<file path="src/design/startup_pkg.sv">
// Shared constants for the converter start-up sequencer: register map,
// field positions, reset values and timing counts.
// Assumes a 10 MHz register clock (pclk).
package startup_pkg;
	// ---------------------------------------------
	// Timing
	// ---------------------------------------------
	localparam int CLK_PERIOD_NS    = 100;
	localparam int INIT_TIME_NS     = 10000;
	localparam int OSC_TRIM_TIME_NS = 20000;
	localparam int LOCK_TIME_NS     = 5000;
	localparam int CAL_TIME_NS      = 20000;
	typedef logic [7:0] cnt_t;
	// Least times, so each rounds up to whole cycles.
	localparam cnt_t INIT_CYCLES = cnt_t'((INIT_TIME_NS + CLK_PERIOD_NS - 1) / CLK_PERIOD_NS);
	localparam cnt_t OSC_CYCLES  = cnt_t'((OSC_TRIM_TIME_NS + CLK_PERIOD_NS - 1) / CLK_PERIOD_NS);
	localparam cnt_t LOCK_CYCLES = cnt_t'((LOCK_TIME_NS + CLK_PERIOD_NS - 1) / CLK_PERIOD_NS);
	localparam cnt_t CAL_CYCLES  = cnt_t'((CAL_TIME_NS + CLK_PERIOD_NS - 1) / CLK_PERIOD_NS);
	// ---------------------------------------------
	// Register map (byte addresses)
	// ---------------------------------------------
	typedef logic [7:0] addr_t;
	localparam addr_t ADDR_CTRL   = 8'h00;
	localparam addr_t ADDR_STATUS = 8'h04;
	localparam addr_t ADDR_SYNTH  = 8'h08;
	localparam addr_t ADDR_LINK   = 8'h0c;
	localparam addr_t ADDR_CALA   = 8'h10;
	localparam addr_t ADDR_CALB   = 8'h14;
	localparam addr_t ADDR_SREF   = 8'h18;
	localparam addr_t ADDR_OVR    = 8'h1c;
	// ---------------------------------------------
	// Control register bits
	// ---------------------------------------------
	localparam int CTRL_SOFT_RESET = 0;
	localparam int CTRL_LINK_RUN   = 1;
	localparam int CTRL_CAL_RUN    = 2;
	localparam int CTRL_SW_TRIG    = 3;
	localparam int CTRL_PIN_ALLOW  = 4;
	localparam int CTRL_SYNTH_HOLD = 5;
	localparam int CTRL_TRIM_AUTO  = 6;
	localparam int CTRL_OVR_ON     = 7;
	localparam int CTRL_LOW_POWER  = 8;
	localparam logic [31:0] CTRL_RESET = 32'h0000_0026;
	localparam logic [31:0] ZERO_RESET = 32'h0000_0000;
	// ---------------------------------------------
	// Other fields
	// ---------------------------------------------
	localparam int LINK_FMT_LSB  = 0;
	localparam int LINK_KM1_LSB  = 8;
	localparam int LINK_SYNC_SEL = 16;
	localparam logic [4:0] FMT_66B_FIRST = 5'h10;
	localparam int CALA_BACKGROUND = 0;
	localparam int CALB_STAT_SEL   = 0;
	localparam int SREF_ENABLE     = 0;
	// Formats below the first 64b/66b code use 8b/10b and obey SYNC.
	function automatic logic is_8b10b(input logic [4:0] fmt);
		return fmt < FMT_66B_FIRST;
	endfunction : is_8b10b
endpackage : startup_pkg

</file>
<file path="src/design/converter_startup_sequencer.sv">
// Start-up sequencer of a quad converter: APB register file, soft reset
// and initialisation, synthesizer trim/lock, foreground calibration and
// link gating by SYNC. Assumes an APB master on pclk; pins are async.
`timescale 1ns/100ps
`default_nettype none
module converter_startup_sequencer
	import startup_pkg::*;
(
	// Clock and reset.
	input  wire logic                 pclk,
	input  wire logic                 presetn,
	// APB slave.
	input  wire logic                 psel,
	input  wire logic                 penable,
	input  wire logic                 pwrite,
	input  wire startup_pkg::addr_t   paddr,
	input  wire logic [31:0]          pwdata,
	output logic      [31:0]          prdata,
	output logic                      pready,
	output logic                      pslverr,
	// Pins from outside.
	input  wire logic                 synth_enable_strap,
	input  wire logic                 ref_input_choice_strap,
	input  wire logic                 power_down_pin,
	input  wire logic                 se_resync_pin,
	input  wire logic                 timestamp_pair,
	input  wire logic                 calibration_trigger_pin,
	input  wire logic                 rx_link_ready,
	// Pins to outside.
	output logic                      calibration_state_pin,
	output logic                      link_active,
	output logic                      data_valid,
	output logic                      aux_clocks_on,
	output logic                      serdes_ref_clock_out_en
);
	import startup_pkg::*;

	// ---------------------------------------------
	// Input synchronisers
	// ---------------------------------------------
	typedef enum {SY_HOLD, SY_TRIM, SY_LOCKING, SY_LOCKED} synth_e;
	logic [6:0]  meta_r, pins_r;
	logic        pd_s, sync_s, rx_ready_s;

	// Two flops per pin; only pins_r is read by logic.
	always_ff @(posedge pclk or negedge presetn) begin
		if (!presetn) begin
			meta_r <= 7'h00;
			pins_r <= 7'h00;
		end else begin
			meta_r <= {rx_link_ready, calibration_trigger_pin, timestamp_pair, se_resync_pin,
			           power_down_pin, ref_input_choice_strap, synth_enable_strap};
			pins_r <= meta_r;
		end
	end

	// ---------------------------------------------
	// Register file over APB
	// ---------------------------------------------
	logic [31:0] ctrl_r, ctrl_nxt, synth_r, synth_nxt, link_r, link_nxt, cala_r, cala_nxt;
	logic [31:0] calb_r, calb_nxt, sref_r, sref_nxt, ovr_r, ovr_nxt, prdata_r, prdata_nxt, status_w;
	logic        pready_r, pready_nxt, pslverr_r, pslverr_nxt, wr_en, soft_rst, cal_busy, trim_done;
	logic        init_done_r, init_done_nxt, foreground_finished_r, foreground_finished_nxt, link_active_r, link_active_nxt;
	logic        data_valid_r, data_valid_nxt, locked;
	logic [1:0]  straps_r, straps_nxt;
	synth_e      synth_st_r, synth_st_nxt;

	assign pd_s       = pins_r[2];
	assign sync_s     = link_r[LINK_SYNC_SEL] ? pins_r[4] : pins_r[3];
	assign rx_ready_s = pins_r[6];
	assign trim_done  = (synth_st_r == SY_LOCKING) || (synth_st_r == SY_LOCKED);
	assign locked     = (synth_st_r == SY_LOCKED);
	assign wr_en      = psel && penable && pready_r && pwrite;
	// Soft reset is refused while initialising or calibrating, so the init
	// and calibration counts are never cut short.
	assign soft_rst   = wr_en && (paddr == ADDR_CTRL) && pwdata[CTRL_SOFT_RESET]
	                    && init_done_r && !cal_busy;

	assign status_w = {24'h000000, straps_r, data_valid_r, link_active_r,
	                   foreground_finished_r, locked, trim_done, init_done_r};

	// No wait state: ready rises in the access phase, data set up then.
	always_comb begin
		ctrl_nxt    = ctrl_r;
		synth_nxt   = synth_r;
		link_nxt    = link_r;
		cala_nxt    = cala_r;
		calb_nxt    = calb_r;
		sref_nxt    = sref_r;
		ovr_nxt     = ovr_r;
		prdata_nxt  = prdata_r;
		pready_nxt  = 1'b0;
		pslverr_nxt = 1'b0;
		if (psel && !penable) begin
			pready_nxt = 1'b1;
			case (paddr)
				ADDR_CTRL:   prdata_nxt = ctrl_r;
				ADDR_STATUS: prdata_nxt = status_w;
				ADDR_SYNTH:  prdata_nxt = synth_r;
				ADDR_LINK:   prdata_nxt = link_r;
				ADDR_CALA:   prdata_nxt = cala_r;
				ADDR_CALB:   prdata_nxt = calb_r;
				ADDR_SREF:   prdata_nxt = sref_r;
				ADDR_OVR:    prdata_nxt = ovr_r;
				default: begin
					prdata_nxt  = 32'h0000_0000;
					pslverr_nxt = 1'b1;
				end
			endcase
		end
		if (soft_rst) begin
			ctrl_nxt  = CTRL_RESET;
			synth_nxt = ZERO_RESET;
			link_nxt  = ZERO_RESET;
			cala_nxt  = ZERO_RESET;
			calb_nxt  = ZERO_RESET;
			sref_nxt  = ZERO_RESET;
			ovr_nxt   = ZERO_RESET;
		end else if (wr_en && init_done_r) begin
			// Settings only change while their engine is halted; OVR is written at any time after init.
			case (paddr)
				ADDR_CTRL: ctrl_nxt = pwdata & ~(32'h1 << CTRL_SOFT_RESET);
				ADDR_SYNTH: if (ctrl_r[CTRL_SYNTH_HOLD]) synth_nxt = pwdata;
				ADDR_LINK: if (!ctrl_r[CTRL_LINK_RUN]) link_nxt = pwdata;
				ADDR_CALA: if (!ctrl_r[CTRL_CAL_RUN]) cala_nxt = pwdata;
				ADDR_CALB: if (!ctrl_r[CTRL_CAL_RUN]) calb_nxt = pwdata;
				ADDR_SREF: if (!ctrl_r[CTRL_LINK_RUN]) sref_nxt = pwdata;
				ADDR_OVR:  ovr_nxt = pwdata;
				default:   ctrl_nxt = ctrl_r;
			endcase
		end
	end

	always_ff @(posedge pclk or negedge presetn) begin
		if (!presetn) begin
			ctrl_r    <= CTRL_RESET;
			synth_r   <= ZERO_RESET;
			link_r    <= ZERO_RESET;
			cala_r    <= ZERO_RESET;
			calb_r    <= ZERO_RESET;
			sref_r    <= ZERO_RESET;
			ovr_r     <= ZERO_RESET;
			prdata_r  <= 32'h0000_0000;
			pready_r  <= 1'b0;
			pslverr_r <= 1'b0;
		end else begin
			ctrl_r    <= ctrl_nxt;
			synth_r   <= synth_nxt;
			link_r    <= link_nxt;
			cala_r    <= cala_nxt;
			calb_r    <= calb_nxt;
			sref_r    <= sref_nxt;
			ovr_r     <= ovr_nxt;
			prdata_r  <= prdata_nxt;
			pready_r  <= pready_nxt;
			pslverr_r <= pslverr_nxt;
		end
	end

	// ---------------------------------------------
	// Engines: init, synthesizer, calibration, link
	// ---------------------------------------------
	cnt_t init_cnt_r, init_cnt_nxt, syn_cnt_r, syn_cnt_nxt, cal_cnt_r, cal_cnt_nxt;
	logic swt_prev_r, pin_prev_r, cal_pin_r, cal_pin_nxt, aux_r, aux_nxt, sref_en_r, sref_en_nxt, cal_start;

	assign cal_busy  = (cal_cnt_r != 8'h00);
	assign cal_start = ((ctrl_r[CTRL_SW_TRIG] && !swt_prev_r)
	                   || (ctrl_r[CTRL_PIN_ALLOW] && pins_r[5] && !pin_prev_r))
	                   && ctrl_r[CTRL_CAL_RUN] && init_done_r && !cala_r[CALA_BACKGROUND]
	                   && !cal_busy;

	always_comb begin
		// Initialisation count restarts on every accepted soft reset.
		init_cnt_nxt = init_cnt_r;
		if (soft_rst)
			init_cnt_nxt = INIT_CYCLES;
		else if (init_cnt_r != 8'h00)
			init_cnt_nxt = init_cnt_r - 8'h01;
		init_done_nxt = (init_cnt_nxt == 8'h00);
		// Straps follow the pins while initialising, then freeze.
		straps_nxt = init_done_r ? straps_r : pins_r[1:0];
		// Synthesizer: hold, optional auto trim, then lock.
		synth_st_nxt = synth_st_r;
		syn_cnt_nxt  = syn_cnt_r;
		if (soft_rst || !straps_r[0] || ctrl_r[CTRL_SYNTH_HOLD] || !init_done_r) begin
			synth_st_nxt = SY_HOLD;
			syn_cnt_nxt  = 8'h00;
		end else begin
			unique case (synth_st_r)
				SY_HOLD: begin
					// Manual trim needs no trim run.
					synth_st_nxt = ctrl_r[CTRL_TRIM_AUTO] ? SY_TRIM : SY_LOCKING;
					syn_cnt_nxt  = ctrl_r[CTRL_TRIM_AUTO] ? OSC_CYCLES : LOCK_CYCLES;
				end
				SY_TRIM: begin
					if (syn_cnt_r == 8'h01) begin
						synth_st_nxt = SY_LOCKING;
						syn_cnt_nxt  = LOCK_CYCLES;
					end else begin
						syn_cnt_nxt = syn_cnt_r - 8'h01;
					end
				end
				SY_LOCKING: begin
					if (syn_cnt_r == 8'h01)
						synth_st_nxt = SY_LOCKED;
					syn_cnt_nxt = syn_cnt_r - 8'h01;
				end
				SY_LOCKED: syn_cnt_nxt = 8'h00;
			endcase
		end
		// Foreground calibration; done flag cleared by a new start or a soft reset.
		cal_cnt_nxt = cal_cnt_r;
		foreground_finished_nxt = foreground_finished_r && !soft_rst;
		if (cal_start) begin
			cal_cnt_nxt = CAL_CYCLES;
			foreground_finished_nxt = 1'b0;
		end else if (cal_busy) begin
			cal_cnt_nxt = cal_cnt_r - 8'h01;
			if (cal_cnt_r == 8'h01)
				foreground_finished_nxt = 1'b1;
		end
		cal_pin_nxt = calb_r[CALB_STAT_SEL] ? locked : foreground_finished_nxt;
		// 8b/10b waits for SYNC; 64b/66b runs regardless.
		link_active_nxt = ctrl_r[CTRL_LINK_RUN] && init_done_r && !pd_s
		                  && (!is_8b10b(link_r[LINK_FMT_LSB +: 5]) || sync_s);
		data_valid_nxt  = rx_ready_s && link_active_r
		                  && ((cal_pin_r && !calb_r[CALB_STAT_SEL]) || foreground_finished_r);
		aux_nxt     = !pd_s;
		sref_en_nxt = sref_r[SREF_ENABLE] && !pd_s;
	end

	always_ff @(posedge pclk or negedge presetn) begin
		if (!presetn) begin
			init_cnt_r    <= INIT_CYCLES;
			init_done_r   <= 1'b0;
			straps_r      <= 2'b00;
			synth_st_r    <= SY_HOLD;
			syn_cnt_r     <= 8'h00;
			cal_cnt_r     <= 8'h00;
			foreground_finished_r     <= 1'b0;
			swt_prev_r    <= 1'b0;
			pin_prev_r    <= 1'b0;
			cal_pin_r     <= 1'b0;
			link_active_r <= 1'b0;
			data_valid_r  <= 1'b0;
			aux_r         <= 1'b0;
			sref_en_r     <= 1'b0;
		end else begin
			init_cnt_r    <= init_cnt_nxt;
			init_done_r   <= init_done_nxt;
			straps_r      <= straps_nxt;
			synth_st_r    <= synth_st_nxt;
			syn_cnt_r     <= syn_cnt_nxt;
			cal_cnt_r     <= cal_cnt_nxt;
			foreground_finished_r     <= foreground_finished_nxt;
			swt_prev_r    <= ctrl_r[CTRL_SW_TRIG];
			pin_prev_r    <= pins_r[5];
			cal_pin_r     <= cal_pin_nxt;
			link_active_r <= link_active_nxt;
			data_valid_r  <= data_valid_nxt;
			aux_r         <= aux_nxt;
			sref_en_r     <= sref_en_nxt;
		end
	end

	// Outputs straight from flops.
	assign prdata                  = prdata_r;
	assign pready                  = pready_r;
	assign pslverr                 = pslverr_r;
	assign calibration_state_pin   = cal_pin_r;
	assign link_active             = link_active_r;
	assign data_valid              = data_valid_r;
	assign aux_clocks_on           = aux_r;
	assign serdes_ref_clock_out_en = sref_en_r;

	// ---------------------------------------------
	// Assertions
	// ---------------------------------------------
	localparam int A_INIT = INIT_CYCLES;
	localparam int A_CAL  = CAL_CYCLES;
	localparam int A_LOCK = LOCK_CYCLES + 1; // One more, to reach back past the load edge.
endmodule : converter_startup_sequencer
`default_nettype wire

</file>
<file path="config.mk">
export PLATFORM = sky130hd
export DESIGN_NAME = converter_startup_sequencer
export DESIGN_NICKNAME = d
export VERILOG_FILES = /design/src/design/startup_pkg.sv /design/src/design/converter_startup_sequencer.sv
export SDC_FILE = /design/constraint.sdc
export NUM_CORES = 1
export LEC_CHECK = 0
export BUFFER_PORTS_ARGS = -buffer_cell sky130_fd_sc_hd__buf_2
export CORE_MARGIN = 5
export CORE_UTILIZATION = 45
export CTS_CLUSTER_DIAMETER = 30
export DETAILED_ROUTE_END_ITERATION = 10
export GPL_TIMING_DRIVEN = 1
export PLACE_DENSITY = 0.71
export SLEW_MARGIN = 20
export SYNTH_ARGS = -nofsm -noshare
export SYNTH_HDL_FRONTEND = slang
export SYNTH_SLANG_ARGS = --single-unit
</file>
<file path="constraint.sdc">
create_clock -name pclk -period 2.9 [get_ports pclk]
set_input_delay 0.435 -clock pclk [delete_from_list [all_inputs] [get_ports pclk]]
set_output_delay 0.435 -clock pclk [all_outputs]
set_load 0.02 [all_outputs]
</file>
==> impl_metrics.json <==
{
  "peakVddDrop_mv": 0.343,
  "p_leak_nw": 8.63,
  "holdPathStages": 3,
  "place_ws_ps": 400,
  "post-cts-setup-buffers": 0,
  "cts_buffers": 70,
  "worstPathRequired_ps": 3330,
  "rr_startpoint": "cal_cnt_r[0]$_DFFE_PN0P_",
  "path_class": "flip-flop to flip-flop",
  "nFillCells": 2903,
  "clkSinkCount": 308,
  "synthToLayoutAreaGrowth_pct": 23.4,
  "yosysTopAreaCellShare": 0.482,
  "holdWs_ps": 181,
  "finalWorstSetupSlack_ps": 439,
  "hold_buffers": 8,
  "syn_inst": 1666,
  "yosys.area.top_type": "dfrtp_1",
  "cp.arrival_ps": 2890,
  "setup_tns_ps": 0,
  "design_area_sq_um": 19400,
  "dieHeight_um": 197,
  "ys_types": 78,
  "ctsRootBufferMaster": "clkbuf_16",
  "portBuffers": 90,
  "grt_pass1_wl_um": 84900,
  "grt_max_degree": 76,
  "wirelength_um": 54400,
  "hold_class": "primary input to flip-flop",
  "synth-compound-area-share": 0.204,
  "dr.pass1.iters": 8,
  "drt_iter0_drc": 2024,
  "synth_seq_cells": 308,
  "placed_area_sq_um": 16700,
  "via_count": 14695,
  "gp_congestion": 0.879,
  "synthFlopType": "dfrtp_1",
  "ys_top_cells_by_area": "dfrtp_1 48%, nand3_1 7.7%, a21oi_1 6.0%",
  "vias_per_cell": 6.50,
  "timing.rr.end": "synth_r[18]$_DFFE_PN0P_",
  "fmax_mhz": 406,
  "synth_edf_count": 0,
  "antenna_found_initial": 2,
  "drv_slew": 0,
  "reg2reg_depth": 8,
  "yosys.area_share.simple": 0.183,
  "cts_tree": "built",
  "die_area_sq_um": 38700,
  "routed.top_layer": "met5",
  "synth.area.mux_share": 0.0524,
  "fin_nets": 1814,
  "core_sq_um": 34500,
  "syn_area_sq_um": 15700,
  "clock_path_buffers": 3,
  "globalRouteOverflowTotal": 0,
  "r2r_slack_ps": 440,
  "wl_met1_um": 21100,
  "max_cap_viol_count": 0,
  "synth_fa_ha_area_frac": 0.00957,
  "h-tree-depth": 3,
  "hold_viol": 0,
  "worstMarginPinSlew_ps": 1200,
  "rsz0062_at_grt": "no",
  "cts-resized-gates": 0,
  "grt_pass1_vias": 14815,
  "drive_gt1_frac": 0.194,
  "wl_met2_um": 24500,
  "drcViolationCount": 0,
  "synth_top_family_by_area": "compound AO/OA/AOI/OAI gates",
  "num_rows": 68,
  "startpoint_type": "flip-flop",
  "start_util": 0.455,
  "critPathCaptureType": "flip-flop",
  "antenna_left": 0,
  "multi_input_area_sq_um": 7180,
  "grtUsageTotal": 0.276,
  "synth_fp_nets": 1730,
  "wire_per_inst_um": 24.1,
  "yosys_warnings": 0,
  "wl_met3_um": 6160,
  "io_pins": 91,
  "hold_start": "pwdata[31]",
  "slew_headroom": 0.192,
  "synthArstFlopShare": 1.00,
  "crit_fanout": 37,
  "min_to": "ctrl_r[31]$_DFFE_PN0P_",
  "min_period_ps": 2460,
  "syn_area_per_cell_sq_um": 9.42,
  "clock_latency_ps": 570,
  "fin_crit_sh": 0.849,
  "ys_seq_area_frac": 0.492,
  "final.setup_skew_ps": 23.1,
  "clk_pin_slew_worst_paths_ps": 50,
  "pwr_density_cell_nw_per_um2": 686,
  "outcome": "complete, no violations",
  "dieWidth_um": 197,
  "synth_xor_area_frac": 0.00558,
  "seq_area_sq_um": 7710,
  "setup_violations": 0,
  "dpl.hpwl_um": 32500
}
==> cells in the final DEF, fill, tap and decap left out, drive strengths merged, types with 35 or more instances in the layout <==
cell,count
nand3b,35
nand3,242
nand2,113
nor2,50
o21ai,177
o211ai,42
a21oi,188
mux2i,54
buf,169
clkbuf,90
dfrtp,302
==> worst max-delay path by stage <==
stage | from | to | slack (ps)
4_1_cts | cal_cnt_r[0]$_DFFE_PN0P_ | synth_r[18]$_DFFE_PN0P_ | 500
3_5_place_dp | paddr[5] | prdata[22]$_DFFE_PN0P_ | 400
2_1_floorplan | paddr[4] | link_r[0]$_DFFE_PN0P_ | 920
3_3_place_gp | paddr[5] | prdata[14]$_DFFE_PN0P_ | 430
6_report | cal_cnt_r[0]$_DFFE_PN0P_ | synth_r[18]$_DFFE_PN0P_ | 440
5_1_grt | cal_cnt_r[1]$_DFFE_PN0P_ | synth_r[18]$_DFFE_PN0P_ | 270
==> Yosys cell counts, drive strengths merged, types with 14 or more instances <==
| cell | instances |
|---|---|
| dfrtp | 302 |
| nand3 | 242 |
| a21oi | 188 |
| o21ai | 177 |
| nand2 | 113 |
| clkbuf | 95 |
| buf | 70 |
| mux2i | 54 |
| nor2 | 50 |
| o211ai | 42 |
| nand3b | 35 |
| a22oi | 23 |
| inv | 22 |
| mux2 | 19 |
| o22ai | 18 |
| nor3b | 16 |
| o2bb2ai | 15 |
| and3 | 14 |
==> sequential cells by signal (all words and copies together) (netlist names), 2 cells and up <==
register / cells
ovr_r: 32
synth_r: 32
calb_r: 32
ctrl_r: 31
meta_r: 7
pins_r: 7
straps_r: 2
syn_cnt_r: 8
init_cnt_r: 8
cala_r: 32
cal_cnt_r: 8
sref_r: 32
prdata: 32
link_r: 32
synth_st_r: 2
==> stage by stage <==
stage / std cells / utilization / power, W
floorplan: 1666 / - / 0.00460
global placement: 2125 / 0.486 / 0.00491
detailed placement: 2125 / 0.486 / 0.00492
CTS: 2260 / 0.562 / 0.0133
global route: 2260 / 0.562 / 0.0136
finish: 2261 / 0.562 / 0.0133
==> cells by family (layout without fill, tap and decap cells) <==
family                     count (synthesis)  in the layout
AOI/OAI and AO/OA                        535            535
and+or+nand+nor                          538            538
DFF                                      308            308
other                                      0              1
muxes                                     76             76
xor gates and xnor gates                  10             10
adders and majority gates                 12             12
buffers and inverters                    187            326
==> report_power, final <==
group / total (W) / internal, W / switching, W
Combinational: 0.000521 / 0.000133 / 0.000388
Sequential: 0.00435 / 0.00434 / 0.0000153
Clock: 0.00841 / 0.00590 / 0.00251
==> layer usage <==
layer / up-vias / GRT usage
met1: 7271 / 0.366
met5: - / 0
met4: 2 / 0.128
met2: 911 / 0.424
met3: 214 / 0.0776
li1: 6297 / -
==> area by class of cell <==
type                       instances  area share
tap                              455      0.0294
inverter                          22     0.00427
antenna                            1    0.000129
clock inverter                    37      0.0275
clock buffer                      90       0.103
timing repair buffer             177      0.0663
sequential                       308       0.399
multi-input combinational       1171       0.371
==> worst max-delay path, cell delays in order, from the launching register on <==
cell and delay, ps:
dfrtp_1 430, inv_1 110, ha_1 220, nor3b_1 420, nand3_2 200, buf_4 320
buf_4 310, o211ai_1 200, nand3_1 100
Power figures use the tool's default switching activity.
